===== src/hw/sbsp_pkg.sv =====
// package for the synchronous burst sram host port: widths, reset values, carriers.
// assumes a single 25 MHz clock; the memory array itself sits outside the port.
package sbsp_pkg;
   localparam int ADDR_W = 20;
   localparam int DATA_W = 32;
   localparam int LANES = 4;
   localparam int BURST_W = 2;
   localparam int WORD_W = DATA_W + LANES;
   localparam int OE_SYNC_W = 3;
   // output enable pin idles high (pins released) until sampled otherwise
   localparam logic [OE_SYNC_W-1:0] OE_SYNC_RST = 3'h7;
   localparam logic [LANES-1:0] LANES_ALL = 4'hf;
   localparam logic [LANES-1:0] LANES_NONE = 4'h0;

   // synchronous control pins as sampled at each rising edge
   typedef struct packed {
      logic processor_addr_strobe_n;
      logic controller_addr_strobe_n;
      logic burst_advance_n;
      logic byte_write_enable_n;
      logic lane_a_write_select_n;
      logic lane_b_write_select_n;
      logic lane_c_write_select_n;
      logic lane_d_write_select_n;
      logic all_lanes_write_n;
      logic select_first_n;
      logic select_second;
      logic select_third_n;
      logic [ADDR_W-1:0] addr;
   } sbsp_bus_t;

   // request toward the memory array
   typedef struct packed {
      logic [ADDR_W-1:0] addr;
      logic rd;
      logic [LANES-1:0] lane_we;
      logic [WORD_W-1:0] wdata;
   } sbsp_mem_req_t;
endpackage : sbsp_pkg


===== src/hw/sbsp_port.sv =====
// host port of a pipelined burst sram: address/burst logic, write control, pin direction.
// assumes the bus master is synchronous to clk_i; only the output enable pin is asynchronous.
// the array answers mem_rdata_i combinationally for the address on mem_req_o.
`timescale 1ns/1ns
module sbsp_port #(
   parameter bit PKG_BALL_GRID = 1'b0
) (
   input wire logic clk_i,
   input wire logic rst_i,
   input wire sbsp_pkg::sbsp_bus_t bus_i,
   input wire logic output_enable_n_i,
   input wire logic [sbsp_pkg::DATA_W-1:0] dq_i,
   input wire logic [sbsp_pkg::LANES-1:0] parity_bus_i,
   output logic [sbsp_pkg::DATA_W-1:0] dq_o,
   output logic [sbsp_pkg::LANES-1:0] parity_bus_o,
   output logic dq_oe_o,
   output sbsp_pkg::sbsp_mem_req_t mem_req_o,
   input wire logic [sbsp_pkg::WORD_W-1:0] mem_rdata_i
);
   typedef struct packed {
      logic [sbsp_pkg::ADDR_W-1:0] base;
      logic [sbsp_pkg::BURST_W-1:0] burst;
      logic sel;
      logic [sbsp_pkg::OE_SYNC_W-1:0] oe_sync;
      logic oe_n;
      logic rd;
      logic first;
      sbsp_pkg::sbsp_mem_req_t req;
      logic [sbsp_pkg::WORD_W-1:0] dq;
      logic dq_oe;
   } sbsp_state_t;

   sbsp_state_t s_q;
   sbsp_state_t s_d;
   logic p_strobe;
   logic c_strobe;
   logic load;
   logic ce_ok;
   logic wr_now;
   logic [sbsp_pkg::LANES-1:0] lanes;
   logic [sbsp_pkg::ADDR_W-1:0] cur_addr;

   // lane enables from the sampled write pins; the checks decode the pins on their own
   function automatic logic [sbsp_pkg::LANES-1:0] lane_mask(input sbsp_pkg::sbsp_bus_t b);
      if (!b.all_lanes_write_n) begin
         lane_mask = sbsp_pkg::LANES_ALL;
      end else if (!b.byte_write_enable_n) begin
         lane_mask = ~{b.lane_d_write_select_n, b.lane_c_write_select_n,
                       b.lane_b_write_select_n, b.lane_a_write_select_n};
      end else begin
         lane_mask = sbsp_pkg::LANES_NONE;
      end
   endfunction : lane_mask

   // two-bit counter: natural overflow keeps the beat inside its group of four
   function automatic logic [sbsp_pkg::BURST_W-1:0] burst_step(
         input logic [sbsp_pkg::BURST_W-1:0] c, input logic adv_n);
      burst_step = adv_n ? c : c + 2'h1;
   endfunction : burst_step

   // strobe arbitration and chip select decode
   always_comb begin
      p_strobe = !bus_i.processor_addr_strobe_n && !bus_i.select_first_n;
      c_strobe = !bus_i.controller_addr_strobe_n && !p_strobe;
      load = p_strobe || c_strobe;
      // third enable is absent on the ball-grid part
      ce_ok = !bus_i.select_first_n && bus_i.select_second &&
              (PKG_BALL_GRID || !bus_i.select_third_n);
      lanes = lane_mask(bus_i);
   end

   // next-state logic for the whole port
   always_comb begin
      s_d = s_q;
      // oe is the only asynchronous pin: three stages, accept once the last two agree
      s_d.oe_sync = {s_q.oe_sync[1:0], output_enable_n_i};
      if (s_q.oe_sync[1] == s_q.oe_sync[2]) begin
         s_d.oe_n = s_q.oe_sync[2];
      end
      cur_addr = {s_q.base[sbsp_pkg::ADDR_W-1:sbsp_pkg::BURST_W], s_q.burst};
      if (load) begin
         // enables only matter here; burst beats never look at them
         s_d.sel = ce_ok;
         if (ce_ok) begin
            s_d.base = bus_i.addr;
            s_d.burst = bus_i.addr[sbsp_pkg::BURST_W-1:0];
            cur_addr = bus_i.addr;
         end
      end else if (s_q.sel) begin
         s_d.burst = burst_step(s_q.burst, bus_i.burst_advance_n);
         cur_addr = {s_q.base[sbsp_pkg::ADDR_W-1:sbsp_pkg::BURST_W], s_d.burst};
      end
      // a processor-strobe edge always opens as a read; its write follows next clock
      wr_now = s_d.sel && !p_strobe && (lanes != sbsp_pkg::LANES_NONE);
      s_d.req.addr = cur_addr;
      s_d.req.lane_we = wr_now ? lanes : sbsp_pkg::LANES_NONE;
      s_d.req.wdata = {parity_bus_i, dq_i};
      s_d.req.rd = s_d.sel && !wr_now;
      // read beat: the array answers during the next cycle, captured at its end
      s_d.rd = s_q.req.rd;
      s_d.first = s_d.sel && !s_q.sel;
      s_d.dq = mem_rdata_i;
      // mask oe on the first beat after deselect when it is a read; release on writes and deselect
      s_d.dq_oe = s_q.req.rd && !s_q.first && !s_q.oe_n && s_q.sel;
      if (s_q.oe_n) begin
         s_d.dq_oe = 1'b0;
      end
   end

   // single state register; reset leaves the port deselected with pins released
   always_ff @(posedge clk_i) begin
      if (rst_i) begin
         s_q <= '0;
         s_q.oe_sync <= sbsp_pkg::OE_SYNC_RST;
         s_q.oe_n <= 1'b1;
      end else begin
         s_q <= s_d;
      end
   end

   // outputs straight from the state register
   assign dq_o = s_q.dq[sbsp_pkg::DATA_W-1:0];
   assign parity_bus_o = s_q.dq[sbsp_pkg::WORD_W-1:sbsp_pkg::DATA_W];
   assign dq_oe_o = s_q.dq_oe;
   assign mem_req_o = s_q.req;
endmodule : sbsp_port


===== config.mk =====
export PLATFORM = sky130hd
export DESIGN_NAME = sbsp_port
export DESIGN_NICKNAME = d
export VERILOG_FILES = /design/src/hw/sbsp_pkg.sv /design/src/hw/sbsp_port.sv
export SDC_FILE = /design/constraint.sdc
export NUM_CORES = 1
export LEC_CHECK = 0
export BUFFER_PORTS_ARGS = -buffer_cell sky130_fd_sc_hd__buf_2
export CAP_MARGIN = 0
export CORE_ASPECT_RATIO = 2
export CORE_MARGIN = 5
export CORE_UTILIZATION = 41
export DETAILED_ROUTE_END_ITERATION = 7
export PLACE_DENSITY = 0.81
export SYNTH_ARGS = -nofsm -noshare
export SYNTH_HDL_FRONTEND = slang
export SYNTH_SLANG_ARGS = --single-unit

===== constraint.sdc =====
create_clock -name clk_i -period 1.3 [get_ports clk_i]
set_clock_uncertainty 0.2 [all_clocks]
set_input_delay 0.065 -clock clk_i [delete_from_list [all_inputs] [get_ports clk_i]]
set_output_delay 0.065 -clock clk_i [all_outputs]
set_load 0.01 [all_outputs]

==> results.py <==
metrics = {
    "placement": {
        "gp_congestion": 0.7631,
        "io_buffers": 204,
        "pre_cts_slack_ps": -73.10,
        "dp_hpwl_mm": 6.916,
    },
    "detailed_routing": {
        "vias": 3494,
        "via_per_inst": 4.389,
        "routed_wl_mm": 11.79,
        "drt-pass1-iter-count": 4,
        "drc": 0,
        "first_iter_violations": 110,
        "wl_per_cell_um": 14.81,
        "ant_nets": 0,
    },
    "sta": {
        "fin_crit_ps": 1337,
        "period_share_pct": 102.9,
        "timing.final.ws_setup_ps": -37.10,
        "hold_violations": 28,
        "setup_viol": 3,
        "slew_headroom_pct": 65.89,
        "fin_tns_setup_ps": -44.22,
        "hold_slack_ps": -71.52,
        "slew_violations": 0,
        "worst_slew_pin_slew_ps": 511.6,
        "max_freq_ghz": 0.7479,
        "rsz0062_at_grt": "true",
    },
    "die": {
        "die_y_um": 155.7,
        "io_pins": 205,
        "die_area_um2": 12900,
        "initial_core_util_pct": 41.55,
        "core_um2": 10480,
        "num_rows": 53,
        "die_w_um": 82.86,
    },
    "power": {
        "netSwitchingPower_w": 0.002122,
        "powerDensity_nw_per_um2": 1413,
        "power.share.clock_pct": 46.1,
        "totalPowerFinal_w": 0.009162,
        "pwr-share-comb_pct": 10.2,
        "p_sw_share_pct": 23.16,
        "p_int_w": 0.007040,
        "p_leak_nw": 3.028,
        "peakVddDrop_uv": 1068,
        "pwr-share-seq_pct": 43.7,
    },
    "setup_path": {
        "critical_path_buf_inv_count": 1,
        "cp_top_family": "compound AO/OA/AOI/OAI gates",
        "crit_chain": "o211a_1 -> a31oi_4 -> buf_6 -> o32ai_2",
        "cp-start-kind": "flip-flop",
        "critPathMaxFanout": 6,
        "required_ps": 1380,
        "crit_path_end_kind": "flip-flop",
        "r2r-end": "mem_req_o[41]",
        "reg2reg_from": "s_q[104]",
        "cp_data_arrival_time_ps": 1420,
        "slowest_delay_ps": 320,
        "r2r_slack_ps": -40,
        "crit_path_start": "s_q[104]",
        "reg2reg_depth": 4,
        "slowest_stage": "dfxtp_2",
        "worstSetupPathType": "reg -> reg",
    },
    "synth": {
        "syn_avg_cell_area_um2": 10.24,
        "ys_ff_latch": 124,
        "netlist_area_um2": 4353,
        "syn_inst": 425,
        "synth_edf_count": 0,
        "synthesis.nets": 532,
        "yosysTopAreaCellShare_pct": 57.03,
        "ys_warn_count": 0,
        "ys_types": 30,
        "ys_seq_area_share_pct": 57.03,
        "ys.flop_type": "dfxtp_1",
        "ys_async_sr_fraction_pct": 0,
        "yosysTopAreaCell": "dfxtp_1",
        "yosys-top-cells-area": "dfxtp_1 57%, buf_4 17%, nor2b_1 10%, a21oi_1 4.8%, nand2_1 3.0%",
    },
    "clock_network": {
        "htree_levels": 4,
        "cts-root-buf": "clkbuf_16",
        "clk_latency_ps": 390,
        "cts_made_buffers": 17,
        "cts_hold_buf": 118,
        "cts.clk_slew.worst_paths_ps": 50,
        "cts_tree": "done",
        "postCtsSetupRepairBufs": 0,
        "cts_sinks": 124,
        "ctsLongestPathBuffers": 2,
    },
    "finish": {
        "area_growth_pct": 49.01,
        "multi_input_area_um2": 1111,
        "drive_gt1_share_pct": 39.61,
        "final_nets": 753,
        "fillerInstances": 830,
        "regArea_um2": 2484,
        "insertedDiodeCount": 0,
    },
    "status": {
        "violations": "hold timing, setup timing",
        "status": "finished, violations left",
    },
    "global_routing": {
        "groute.usage.overall_pct": 19.00,
        "grt_pass1_wl_mm": 19.51,
        "antenna_found_initial": 0,
        "grt_start_max_net_pins": 46,
        "grt_overflow": 0,
        "grt_pass1_vias": 4028,
    },
    "hold_path": {
        "hold_path_end": "s_q[104]",
        "hold_depth": 2,
        "min_path_type": "in -> reg",
        "min_from": "rst_i",
    },
    "run": {
        "maxCapViolations": 0,
    },
}
[cells in the mapped netlist (all sizes together) (2+ instances only)]
library cell    n
dfxtp         124
a21oi          43
clkbuf         11
nor3            3
nor2b          72
nor2            4
nand2          36
nand2b          3
or2             3
and2            4
o32ai           4
buf           102
o21ai           5
inv             2
[registers in the layout, summed over array words and instances, names as in the netlist]
register / cells
s_q: 24
s_d: 2
parity_bus_o: 4
dq_o: 32
mem_req_o: 61
dq_oe_o: 1
[power by group through the flow]
stage               registers [W]  logic [W]  clock network [W]
floorplan                 0.00408   0.000470                  0
global placement          0.00408   0.000636                  0
detailed placement        0.00409   0.000656                  0
CTS                       0.00401   0.000947            0.00434
global route              0.00402    0.00102            0.00452
finish                    0.00401   0.000934            0.00422
[what timing repair did]
action                                 CTS  global route
pin swaps                                3             2
gates resized for setup                 10             3
setup endpoints to repair                8            26
endpoints found under the hold margin  120            13
[cell families after synthesis]
logic type | count (synthesis) | synth area share (%)
DFF | 124 | 57.03
and+or+nand+nor | 130 | 16.76
buffers and inverters | 115 | 18.88
AOI/OAI and AO/OA | 56 | 7.330
[routing by layer]
layer | up-vias | wire (um) | GRT usage (%) | part of all wire, %
met5 | - | 0 | 0 | 0
met4 | 0 | 411 | 9.587 | 3.5
met3 | 33 | 1007 | 7.241 | 8.5
met2 | 163 | 6416 | 35.95 | 54
met1 | 1601 | 3952 | 17.36 | 34
li1 | 1697 | - | - | -
[worst max path at each step]
stage          slack, ps  depth (start not counted)             to
2_1_floorplan          8                          4  mem_req_o[36]
3_3_place_gp          40                          6  mem_req_o[41]
3_5_place_dp         -70                          5  mem_req_o[41]
4_1_cts               -8                          5  mem_req_o[36]
5_1_grt              -80                          4  mem_req_o[41]
6_report             -40                          4  mem_req_o[41]
[stage by stage]
stage / util [%] / cells / hold WS, ps / cell area [um2]
5_1_grt: 61.91 / 796 / -64.33 / 6486
6_report: 61.91 / 796 / -71.52 / 6486
2_1_floorplan: - / 425 / -31.19 / 4353
3_3_place_gp: 46.37 / 663 / 54.30 / 4858
4_1_cts: 63.36 / 813 / -80.71 / 6639
3_5_place_dp: 46.37 / 663 / 54.67 / 4858
[cells in the final DEF (no fill, tap or decap), types with 2 or more instances in the layout]
| master | synthesis | final |
|---|---|---|
| a21oi_1 | 42 | 39 |
| a21oi_2 | 1 | 2 |
| a21oi_4 | 0 | 2 |
| and2_1 | 4 | 4 |
| buf_12 | 1 | 4 |
| buf_2 | 2 | 203 |
| buf_4 | 97 | 5 |
| buf_6 | 1 | 2 |
| clkbuf_16 | 0 | 17 |
| clkbuf_8 | 0 | 2 |
| clkinv_2 | 0 | 5 |
| clkinv_4 | 0 | 4 |
| clkinvlp_4 | 0 | 2 |
| dfxtp_1 | 124 | 123 |
| dlygate4sd3_1 | 0 | 101 |
| inv_1 | 2 | 2 |
| inv_6 | 0 | 2 |
| nand2_1 | 35 | 35 |
| nand2b_1 | 3 | 3 |
| nor2_1 | 4 | 4 |
| nor2b_1 | 72 | 72 |
| nor3_1 | 3 | 3 |
| o21ai_0 | 4 | 4 |
| o32ai_1 | 4 | 2 |
| o32ai_2 | 0 | 2 |
| or2_2 | 3 | 3 |
[layout make-up]
type | count | area share [%]
sequential | 124 | 38.29
multi-input combinational | 186 | 17.13
inverter | 2 | 0.1157
clock inverter | 13 | 1.427
timing repair buffer | 315 | 33.41
tap | 137 | 2.643
clock buffer | 19 | 6.983
Note: power is estimated with default switching activity, not from simulation.
